===== config.mk =====
export PLATFORM = sky130hd
export DESIGN_NAME = lp_cmd_gate
export DESIGN_NICKNAME = d
export VERILOG_FILES = /design/src/include/lp_timing_pkg.sv /design/src/hw/lp_down_counter.sv /design/src/hw/lp_cmd_gate.sv
export SDC_FILE = /design/constraint.sdc
export NUM_CORES = 1
export LEC_CHECK = 0
export ABC_AREA = 1
export BUFFER_PORTS_ARGS = -buffer_cell sky130_fd_sc_hd__buf_2
export CAP_MARGIN = 20
export CORE_MARGIN = 4
export CORE_UTILIZATION = 41
export CTS_BUF_LIST = sky130_fd_sc_hd__clkbuf_4 sky130_fd_sc_hd__clkbuf_8
export DETAILED_ROUTE_END_ITERATION = 10
export PLACE_DENSITY = 0.64
export RECOVER_POWER = 50
export SLEW_MARGIN = 30
export SYNTH_ARGS = -nofsm -noshare
export SYNTH_HDL_FRONTEND = slang
export SYNTH_SLANG_ARGS = --single-unit
export TNS_END_PERCENT = 20

===== constraint.sdc =====
create_clock -name core_clk -period 4.99 [get_ports core_clk]
set_input_delay 0 -clock core_clk [delete_from_list [all_inputs] [get_ports core_clk]]
set_output_delay 0 -clock core_clk [all_outputs]
set_load 0.01 [all_outputs]

===== src/include/lp_timing_pkg.sv =====
`default_nettype none
package lp_timing_pkg;
  localparam int CLK_PERIOD_PS = 100_000;
  localparam int CNT_W = 16;
  localparam int ZQ_INIT_NCK = 1024;
  localparam int ZQ_OPER_NCK = 512;
  localparam int ZQ_SHORT_NCK = 128;
  localparam int CMD_PASS_DIS_NCK = 4;
  localparam int MR_UPD_NCK = 24;
  localparam int MR_UPD_PS = 15_000;
  localparam int CLK_VALID_NCK = 5;
  localparam int CLK_VALID_PS = 10_000;
  localparam int REF_EXTRA_PS = 10_000;
  localparam int RFC_PS_DEF = 350_000;
  localparam int RFC4_PS_DEF = 160_000;
  localparam int XMP_NCK_DEF = 24;
  localparam int DLLK_NCK_DEF = 768;
  localparam int PAR_LAT_DEF = 4;
  function automatic int ps_to_cyc_up(input int ps);
    ps_to_cyc_up = (ps + CLK_PERIOD_PS - 1) / CLK_PERIOD_PS;
  endfunction
  function automatic int max2(input int a, input int b);
    max2 = (a > b) ? a : b;
  endfunction
  localparam int MR_UPD_CYC = max2(MR_UPD_NCK, ps_to_cyc_up(MR_UPD_PS));
  localparam int CLK_VALID_CYC =
    max2(CLK_VALID_NCK, ps_to_cyc_up(CLK_VALID_PS));
  localparam int MPSM_ENTRY_CYC = MR_UPD_CYC + CMD_PASS_DIS_NCK;
  typedef enum logic [3:0] {
    CMD_NONE = 4'h0,
    CMD_ZQ_LONG = 4'h1,
    CMD_ZQ_SHORT = 4'h2,
    CMD_MPSM_ENTER = 4'h3,
    CMD_MPSM_EXIT = 4'h4,
    CMD_SR_ENTER = 4'h5,
    CMD_SR_EXIT = 4'h6,
    CMD_PD_ENTER = 4'h7,
    CMD_PD_EXIT = 4'h8,
    CMD_MRS_FAST = 4'h9,
    CMD_NODLL = 4'ha,
    CMD_DLL = 4'hb
  } cmd_t;
endpackage
`default_nettype wire


===== src/hw/lp_down_counter.sv =====
`default_nettype none
module lp_down_counter #(
  parameter int W = 16
) (
  input wire logic core_clk,
  input wire logic rst_n,
  input wire logic load,
  input wire logic [W-1:0] load_value,
  output logic busy
);
  logic [W-1:0] count;
  always_ff @(posedge core_clk or negedge rst_n) begin
    if (!rst_n) begin
      count <= '0;
    end else if (load && load_value > count) begin
      count <= load_value;
    end else if (count != '0) begin
      count <= count - 1'b1;
    end
  end
  assign busy = (count != '0);
endmodule
`default_nettype wire


===== src/hw/lp_cmd_gate.sv =====
`default_nettype none
// Functional notes
// - After a long calibration during the init phase, nothing else issues for 1024 cycles.
// - A long calibration in operation blocks commands for 512 cycles.
// - A short calibration in operation blocks commands for 128 cycles.
// - The clock stays valid for the update delay plus pass-disable delay after power-saving entry.
// - The clock is valid for the self-refresh-exit clock time before power-saving exit.
// - Locked-loop commands wait exit delay plus lock delay after power-saving exit.
// - Commands not needing the locked loop wait refresh cycle plus 10 ns after self-refresh exit.
// - After an aborted self-refresh those commands wait the fine refresh cycle plus 10 ns.
// - Calibration and fast mode writes wait the fine refresh cycle plus 10 ns after self-refresh exit.
// - Locked-loop commands wait the loop lock time after self-refresh exit.
// - The clock stays valid max(5 cycles, 10 ns) after self-refresh or power-down entry.
// - With parity on, that clock hold grows by the parity latency.
// - The mode update delay is max(24 cycles, 15 ns).
// - The clock time before self-refresh exit is max(5 cycles, 10 ns).
module lp_cmd_gate #(
  parameter int RFC_PS = lp_timing_pkg::RFC_PS_DEF,
  parameter int RFC4_PS = lp_timing_pkg::RFC4_PS_DEF,
  parameter int XMP_NCK = lp_timing_pkg::XMP_NCK_DEF,
  parameter int DLLK_NCK = lp_timing_pkg::DLLK_NCK_DEF,
  parameter int PAR_LAT = lp_timing_pkg::PAR_LAT_DEF
) (
  input wire logic core_clk,
  input wire logic arst_n,
  input wire logic [3:0] req_cmd,
  input wire logic req_valid,
  input wire logic sr_abort,
  input wire logic parity_en,
  input wire logic init_phase,
  output logic req_ready,
  output logic [3:0] ddr_cmd,
  output logic ddr_cmd_valid,
  output logic ck_enable,
  output logic dev_cmd_path_off
);
  localparam int W = lp_timing_pkg::CNT_W;
  localparam int XS_CYC =
    lp_timing_pkg::ps_to_cyc_up(RFC_PS + lp_timing_pkg::REF_EXTRA_PS);
  localparam int XS4_CYC =
    lp_timing_pkg::ps_to_cyc_up(RFC4_PS + lp_timing_pkg::REF_EXTRA_PS);
  localparam int XMPDLL_CYC = XMP_NCK + DLLK_NCK;
  // Every timed count has to fit the shared counter width.
  if (XS_CYC >= (1 << W)) begin
    $error("lp_cmd_gate: self-refresh exit count too wide");
  end
  if (XS4_CYC >= (1 << W)) begin
    $error("lp_cmd_gate: fine refresh exit count too wide");
  end
  if (XMPDLL_CYC >= (1 << W)) begin
    $error("lp_cmd_gate: locked-loop exit count too wide");
  end
  if (lp_timing_pkg::ZQ_INIT_NCK >= (1 << W)) begin
    $error("lp_cmd_gate: calibration count too wide");
  end
  if (PAR_LAT < 0 || PAR_LAT > 255) begin
    $error("lp_cmd_gate: parity latency out of range");
  end
  if (XMP_NCK < 0 || DLLK_NCK < 0) begin
    $error("lp_cmd_gate: exit delays must not be negative");
  end
  if (RFC_PS < 0 || RFC4_PS < 0) begin
    $error("lp_cmd_gate: refresh cycle times must not be negative");
  end

  typedef enum logic [3:0] {
    ST_ACTIVE = 4'b0001,
    ST_CKHOLD = 4'b0010,
    ST_LOWPWR = 4'b0100,
    ST_CKPRE = 4'b1000
  } state_t;

  // Reset is released through two flops; only the second one is read.
  logic rst_meta;
  logic rst_n;
  always_ff @(posedge core_clk or negedge arst_n) begin
    if (!arst_n) begin
      rst_meta <= 1'b0;
      rst_n <= 1'b0;
    end else begin
      rst_meta <= 1'b1;
      rst_n <= rst_meta;
    end
  end

  state_t state;
  state_t next_state;
  logic in_mpsm;
  logic next_in_mpsm;
  logic [3:0] pend_exit;
  logic [3:0] next_pend_exit;

  wire logic is_zql = req_cmd == lp_timing_pkg::CMD_ZQ_LONG;
  wire logic is_zqs = req_cmd == lp_timing_pkg::CMD_ZQ_SHORT;
  wire logic is_mpe = req_cmd == lp_timing_pkg::CMD_MPSM_ENTER;
  wire logic is_mpx = req_cmd == lp_timing_pkg::CMD_MPSM_EXIT;
  wire logic is_sre = req_cmd == lp_timing_pkg::CMD_SR_ENTER;
  wire logic is_srx = req_cmd == lp_timing_pkg::CMD_SR_EXIT;
  wire logic is_pde = req_cmd == lp_timing_pkg::CMD_PD_ENTER;
  wire logic is_pdx = req_cmd == lp_timing_pkg::CMD_PD_EXIT;
  wire logic is_fast = is_zql || is_zqs
    || req_cmd == lp_timing_pkg::CMD_MRS_FAST;
  wire logic is_dll = req_cmd == lp_timing_pkg::CMD_DLL;
  wire logic is_exit = is_mpx || is_srx || is_pdx;
  wire logic is_entry = is_mpe || is_sre || is_pde;

  wire logic zq_busy;
  wire logic ckhold_busy;
  wire logic ckpre_busy;
  wire logic nodll_busy;
  wire logic fast_busy;
  wire logic dll_busy;
  wire logic cpd_busy;

  wire logic fire = req_valid && req_ready;
  wire logic exit_fire = state == ST_CKPRE && !ckpre_busy;

  // Each constraint class runs on its own counter.
  wire logic [W-1:0] zq_len = is_zql
    ? (init_phase ? W'(lp_timing_pkg::ZQ_INIT_NCK)
                  : W'(lp_timing_pkg::ZQ_OPER_NCK))
    : W'(lp_timing_pkg::ZQ_SHORT_NCK);
  wire logic [W-1:0] ckhold_len = is_mpe
    ? W'(lp_timing_pkg::MPSM_ENTRY_CYC)
    : W'(lp_timing_pkg::CLK_VALID_CYC + (parity_en ? PAR_LAT : 0));
  wire logic [W-1:0] nodll_len = in_mpsm ? W'(XMP_NCK)
    : (sr_abort ? W'(XS4_CYC) : W'(XS_CYC));
  wire logic [W-1:0] dll_len = in_mpsm ? W'(XMPDLL_CYC)
    : W'(DLLK_NCK);
  wire logic srx_like = exit_fire && !pend_exit[3];

  // Load strobes and lengths for the counters below.
  wire logic zq_load = fire && (is_zql || is_zqs);
  wire logic entry_load = fire && is_entry;
  wire logic exit_load = fire && is_exit;
  wire logic mpe_load = fire && is_mpe;
  wire logic fast_load = srx_like && !in_mpsm;
  wire logic [W-1:0] ckpre_len =
    W'(lp_timing_pkg::CLK_VALID_CYC);
  wire logic [W-1:0] fast_len = W'(XS4_CYC);
  wire logic [W-1:0] cpd_len =
    W'(lp_timing_pkg::MPSM_ENTRY_CYC);

  lp_down_counter #(
    .W(W)
  ) u_zq (
    .core_clk(core_clk),
    .rst_n(rst_n),
    .load(zq_load),
    .load_value(zq_len),
    .busy(zq_busy)
  );

  lp_down_counter #(
    .W(W)
  ) u_ckhold (
    .core_clk(core_clk),
    .rst_n(rst_n),
    .load(entry_load),
    .load_value(ckhold_len),
    .busy(ckhold_busy)
  );

  lp_down_counter #(
    .W(W)
  ) u_ckpre (
    .core_clk(core_clk),
    .rst_n(rst_n),
    .load(exit_load),
    .load_value(ckpre_len),
    .busy(ckpre_busy)
  );

  lp_down_counter #(
    .W(W)
  ) u_nodll (
    .core_clk(core_clk),
    .rst_n(rst_n),
    .load(srx_like),
    .load_value(nodll_len),
    .busy(nodll_busy)
  );

  lp_down_counter #(
    .W(W)
  ) u_fast (
    .core_clk(core_clk),
    .rst_n(rst_n),
    .load(fast_load),
    .load_value(fast_len),
    .busy(fast_busy)
  );

  lp_down_counter #(
    .W(W)
  ) u_dll (
    .core_clk(core_clk),
    .rst_n(rst_n),
    .load(srx_like),
    .load_value(dll_len),
    .busy(dll_busy)
  );

  lp_down_counter #(
    .W(W)
  ) u_cpd (
    .core_clk(core_clk),
    .rst_n(rst_n),
    .load(mpe_load),
    .load_value(cpd_len),
    .busy(cpd_busy)
  );

  // A command passes only when every counter that governs its class is idle.
  wire logic gate_fast = nodll_busy && !(is_fast && !fast_busy);
  wire logic gate_nodll = zq_busy || gate_fast;
  wire logic active_ok = state == ST_ACTIVE && req_cmd != '0
    && !is_exit && !gate_nodll && !(is_dll && dll_busy);
  // In low power only the exit that matches the pending entry is taken.
  wire logic lowpwr_ok = state == ST_LOWPWR && is_exit
    && req_cmd == pend_exit;
  assign req_ready = active_ok || lowpwr_ok;

  // Entry holds the clock, low power waits for its exit, exit re-arms.
  always_comb begin
    next_state = state;
    next_in_mpsm = in_mpsm;
    next_pend_exit = pend_exit;
    unique case (state)
      ST_ACTIVE: begin
        if (fire && is_entry) begin
          next_state = ST_CKHOLD;
          next_in_mpsm = is_mpe;
          next_pend_exit = is_mpe ? 4'(lp_timing_pkg::CMD_MPSM_EXIT)
            : is_sre ? 4'(lp_timing_pkg::CMD_SR_EXIT)
            : 4'(lp_timing_pkg::CMD_PD_EXIT);
        end
      end
      ST_CKHOLD: begin
        if (!ckhold_busy) begin
          next_state = ST_LOWPWR;
        end
      end
      ST_LOWPWR: begin
        if (fire) begin
          next_state = ST_CKPRE;
        end
      end
      ST_CKPRE: begin
        if (!ckpre_busy) begin
          next_state = ST_ACTIVE;
        end
      end
      default: begin
        next_state = ST_ACTIVE;
      end
    endcase
  end

  always_ff @(posedge core_clk or negedge rst_n) begin
    if (!rst_n) begin
      state <= ST_ACTIVE;
      in_mpsm <= 1'b0;
      pend_exit <= 4'h0;
    end else begin
      state <= exit_fire ? ST_ACTIVE : next_state;
      in_mpsm <= next_in_mpsm;
      pend_exit <= next_pend_exit;
    end
  end

  // The entry command goes out at once; an exit goes out after the clock
  // has been valid for the required time.
  wire logic next_ddr_cmd_valid = (fire && !is_exit) || exit_fire;
  wire logic [3:0] next_ddr_cmd = exit_fire ? pend_exit
    : (fire ? req_cmd : 4'h0);
  wire logic next_ck_enable = next_state != ST_LOWPWR;
  wire logic next_path_off = in_mpsm && state != ST_ACTIVE && !cpd_busy;

  always_ff @(posedge core_clk or negedge rst_n) begin
    if (!rst_n) begin
      ddr_cmd <= 4'h0;
      ddr_cmd_valid <= 1'b0;
    end else begin
      ddr_cmd <= next_ddr_cmd;
      ddr_cmd_valid <= next_ddr_cmd_valid;
    end
  end

  always_ff @(posedge core_clk or negedge rst_n) begin
    if (!rst_n) begin
      ck_enable <= 1'b1;
      dev_cmd_path_off <= 1'b0;
    end else begin
      ck_enable <= next_ck_enable;
      dev_cmd_path_off <= next_path_off;
    end
  end
endmodule
`default_nettype wire


### After elaboration in Yosys (flattened, before gate mapping)

Index checks and enable logic that the tools add are counted.

* output and inout port bits: 8
* logic and storage cells: 140
* input bits: 10
* register bits: 130

* muxes and demuxes: 31
* add/subtract/negate cells: 8
* eq/ne operators: 17
* order comparisons: 7
* reductions and logical operators: 61

Operators by type and width (number)
* $mux W16: 14
* $reduce_bool A16 Y1: 7
* $sub A16 B1 Y16 const B: 7
* $mux W4: 9
* $gt A5 B16 Y1: 2
* $logic_and A1 B1 Y1: 27
* $mux W11: 2
* $eq A4 B3 Y1 const B: 5
* $eq A4 B4 Y1 const B: 4
* $gt A10 B16 Y1: 1
* $gt A11 B16 Y1: 1
* $gt A2 B16 Y1 const A: 1
* $gt A3 B16 Y1 const A: 1
* $gt A5 B16 Y1 const A: 1
* $pmux W4 S4: 1
* $mux W5: 3
* $reduce_bool A2 Y1: 7
* $eq A4 B2 Y1 const B: 3
* $logic_not A1 Y1: 9
* $logic_or A1 B1 Y1: 9
* $eq A4 B1 Y1 const B: 2
* $mux W3: 2
* $add A3 B3 Y4 const A: 1
* $eq A4 B4 Y1: 1
* 4 further kinds: 4

### Depth between registers and ports, before layout

* depth in word-level cells: 16
* depth in mapped cells: 15
* mapped depth without buffers: 15

### By module

A second synthesis with hierarchy kept.

* cells, all modules: 1556
* area, all modules: 11706.2 um^2

Modules (own cells, without submodules)
* lp_down_counter: seq. area each 400.4 um^2, area each 1534.0 um^2, cells each 204, times used 7
* lp_cmd_gate: seq. area each 427.9 um^2, area each 968.4 um^2, cells each 128, times used 1

### Least setup slack after synthesis

No wires, ideal clock.

* path kind: input to register
* from: in req_cmd[2]
* to: reg u_ckhold.count[4]
* buffers on the path: 1
* data required time: 4.873 ns
* slack: 3.079 ns
* arrival time: 1.794 ns
* stages on the path: 14
* cell sequence: inv_1 > nand2_1 > nor2_1 > nor2_1 > inv_1 > ha_1 > nand3_1 > nor2_1 > o21bai_1 > nor2_1 > nand4_2 > buf_2 > nor2_1 > nor2_1

* elaborated cells on any way between the ends: 40
* classes of those cells: 1 x order compare; 11 x eq/ne; 2 x mux; 26 x reduce/logical

RTL lines
* from (decl): RTL line lp_cmd_gate.sv:26 `input wire logic [3:0] req_cmd,`
* $eq A4 B2 Y1 (*): RTL line lp_cmd_gate.sv:95 `wire logic is_mpe = req_cmd == lp_timing_pkg::CMD_MPSM_ENTER;`
* via is_mpe: RTL line lp_cmd_gate.sv:95
* parallel branches: the longest is 5 deep, another holds $gt A5 B16 Y1
* to (signal assigned): RTL line lp_down_counter.sv:16 `count <= load_value;`
* to (signal assigned): RTL line lp_down_counter.sv:18 `count <= count - 1'b1;`
* to (decl): RTL line lp_down_counter.sv:11 `logic [W-1:0] count;`

Mark *: on every way through the listed nets, which the timed path passes.
A chain may end at the register's enable or synchronous reset.

==> run summary <==
Status = finished with violations
Failing checks = capacitance limit, slew limit
Count of final max-slew check failures = 41
Drt wl/cell = 11.8 µm
Number of nets with antenna violations after routing = 0
Arr. time, crit path = 3.37 ns
Setup violators final = 0
Max Root-Sink Buffers = 2
Pwr dens = 257 nW/µm²
Total Power = 2.26 mW
RR Endpoint = u_zq.count[7]
Peak VDD IR = 0.000277 V
Worst Path Buf+Inv = 1
Period utilisation layout = 65.3%
Cell area after layout = 8790 µm²
Critical Setup Path Class = reg -> async
Placed Instances = 1339
Seq cells post-synth = 129
Worst reg2reg path depth = 1
Worst-path clk slew = 0.07 ns
Antenna violations before repair = 0
Post-synthesis sequential area ratio = 40.7%
Count of input and output buffers = 17
Mapped Cells = 1066
Critical-path maximum fanout = 40
Clk Latency, worst-skew pair = 0.45 ns
Share of the synthesized area in the top cell type = 40.0%
Reg2Reg Setup Slack = 1.73 ns
Tightest Pin Transition = 2.17 ns
Startpoint types = flip-flop
Syn nets = 1102
Initial core utilization = 42.0%
GPL Wtd Cong = 0.852
Initial DRC count = 332
First-pass DRT Iterations = 4
TritonCTS clock tree = done
DP Area = 8330 µm²
Area delta synth->final = 10.6%
Synth async-reset ratio = 100%
CTS Sinks = 129
IO Pins = 18
Ys flop type = dfrtp_1
Fin Setup TNS = 0 ns
DIE AREA = 21700 µm²
CP Cell Sequence = clkbuf_1
Largest cells by area after synthesis = dfrtp_1 (40%), inv_1 (9.9%), nand2_1 (9.0%), nor2_1 (6.9%), nand3_1 (5.9%)
TritonCTS Buffers = 17
Crit path largest cell delay = 1.62 ns
H-tree depth = 4
Post-synth top area cell = dfrtp_1
Fin cells = 1382
Die width = 147 µm
Slowest cell on the critical path = clkbuf_1
Fin crit period = 3.26 ns
Final net count = 1145
First-pass GRT wire length = 28.8 mm
Vias in the first global route = 6277
DRC viols = 0
Vias = 6495
Worst path top cell family by delay = buffers and inverters
Worst Hold Launch = rst_meta
Root Driver = clkbuf_8
Max-Cap Viols = 1
Aggregate routed wire length = 16.3 mm
Achievable Freq = 0.307 GHz
Yosys warns = 0
Global route overflow = 0
Syn Area/Cell = 7.45 µm²
Slew Limit Headroom = -44.8%
Largest net degree at the start of global routing = 72
Leakage = 4.60 nW
Final Hold Viols = 0
WP data required = 5.10 ns
Vias/cell = 4.70
Layout cells sized above 1 = 7.84%
Endpoint type of the worst setup path = async pin
Cell row count = 50
Fill cell count = 1941
Post-route clock skew = 0.0121 ns
Core area = 18900 µm²
Tightest Hold Check Type = reg -> reg
Post-synthesis cell area = 7940 µm²
Worst Hold Path EP = rst_n
Netlist cell types = 48
GRT Total Usage = 15.9%
RSZ-0062 raised after global routing = false
R2r startpoint = rst_n
Post-synth EDFFs = 0
Dpl hpwl = 12.1 mm
Hold Path Cell Cnt = 0
Die Span Y = 147 µm
Antenna Cells = 0
[report_power, final]
part	total [mW]	internal, mW	switching, mW
clock network	0.857	0.411	0.445
registers	1.16	1.10	0.0593
logic	0.241	0.0975	0.144
total	2.26	1.61	0.648
[worst max path at each step]
stage | slack (ns) | end | startpoint | cells after the start
finish | 1.73 | u_zq.count[7] | rst_n | 1
global route | 1.07 | u_zq.count[1] | rst_n | 1
CTS | 1.95 | u_cpd.count[15] | u_nodll.count[0] | 11
detailed placement | 2.00 | u_cpd.count[15] | u_nodll.count[0] | 11
global placement | 2.10 | u_cpd.count[11] | u_nodll.count[0] | 11
floorplan | 1.13 | ddr_cmd[0] | rst_n | 0
[cell type report]
cell class	count	area (µm²)	area share (%)
sequential	129	3230	36.8
inverter	214	803	9.14
tap	260	325	3.70
clock buffer	18	248	2.82
multi-input combinational	718	3860	44.0
timing repair buffer	29	185	2.11
clock inverter	14	130	1.48
[cell usage after synthesis (2+ instances only)]
library cell and count:
o21ai_1 9, nor4_1 7, nand4_2 2, a31oi_1 3
nor3_1 32, buf_2 3, nand2_1 191, dfstp_2 2
o21ai_0 24, nand2_2 4, o31ai_1 4, xnor2_1 18
o211ai_1 6, nor3_2 2, inv_2 5, nand3_2 5
nand4_1 26, nor2_1 146, nand2_4 2, dfrtp_1 127
xor2_1 44, or2_2 6, nand3_1 93, o22ai_1 4
o21bai_1 2, a21oi_1 21, nor2_2 12, inv_1 209
ha_1 26, nand3b_1 11, nor2_4 3
[cells by family (layout without fill, tap and decap cells)]
| logic type | count (synthesis) | count (layout) | share of synthesized area [%] |
|---|---|---|---|
| compound gates | 79 | 79 | 5.69 |
| buf+inv | 219 | 275 | 10.5 |
| simple gates | 549 | 549 | 32.0 |
| mux | 1 | 1 | 0.126 |
| fa+ha+maj | 26 | 26 | 4.10 |
| flops | 129 | 129 | 40.7 |
| other cells | 1 | 1 | 0.0472 |
| xor+xnor | 62 | 62 | 6.84 |
[metal layers]
layer  wire [µm]  up-vias  GRT usage (%)
met4         145        0           3.87
met3         497       13           3.45
met5           0        -              0
li1            -     3442              -
met1        8160     2981           21.8
met2        7460       59           25.9
[sequential cells by signal, summed over array words and instances (netlist names)]
register / cells
ck_enable: 1
ddr_cmd: 4
ddr_cmd_valid: 1
dev_cmd_path_off: 1
in_mpsm: 1
pend_exit: 3
rst_meta: 1
rst_n: 1
state: 4
u_ckhold.count: 16
u_ckpre.count: 16
u_cpd.count: 16
u_dll.count: 16
u_fast.count: 16
u_nodll.count: 16
u_zq.count: 16
[cells in the final DEF (no fill, tap or decap), types with 8 or more instances in the layout]
master	count
nor4_1	8
dlygate4sd3_1	10
nand3_1	93
xor2_1	44
o21ai_1	9
nor3_1	32
xnor2_1	18
dfrtp_1	127
nand4_1	26
inv_1	209
clkbuf_8	18
ha_1	26
clkbuf_1	8
nor2_2	12
nand3b_1	11
nor2_1	146
a21oi_1	21
nand2_1	191
o21ai_0	24
buf_2	10
[metrics by stage]
step                setup WS [ns]  hold slack (ns)  util [%]
floorplan                    1.13           -0.296         -
CTS                          1.95            0.356      46.6
finish                       1.73            0.352      46.5
detailed placement           2.00           -0.213      44.1
global placement             2.10           -0.213      44.1
global route                 1.07            0.361      46.5
[repair_timing]
item                      4_1_cts  5_1_grt
hold buffers                   10        0
resized for setup               0        0
buffers inserted                0        0
hold endpoints to repair       15        0
(Power assumes the default switching activity.)
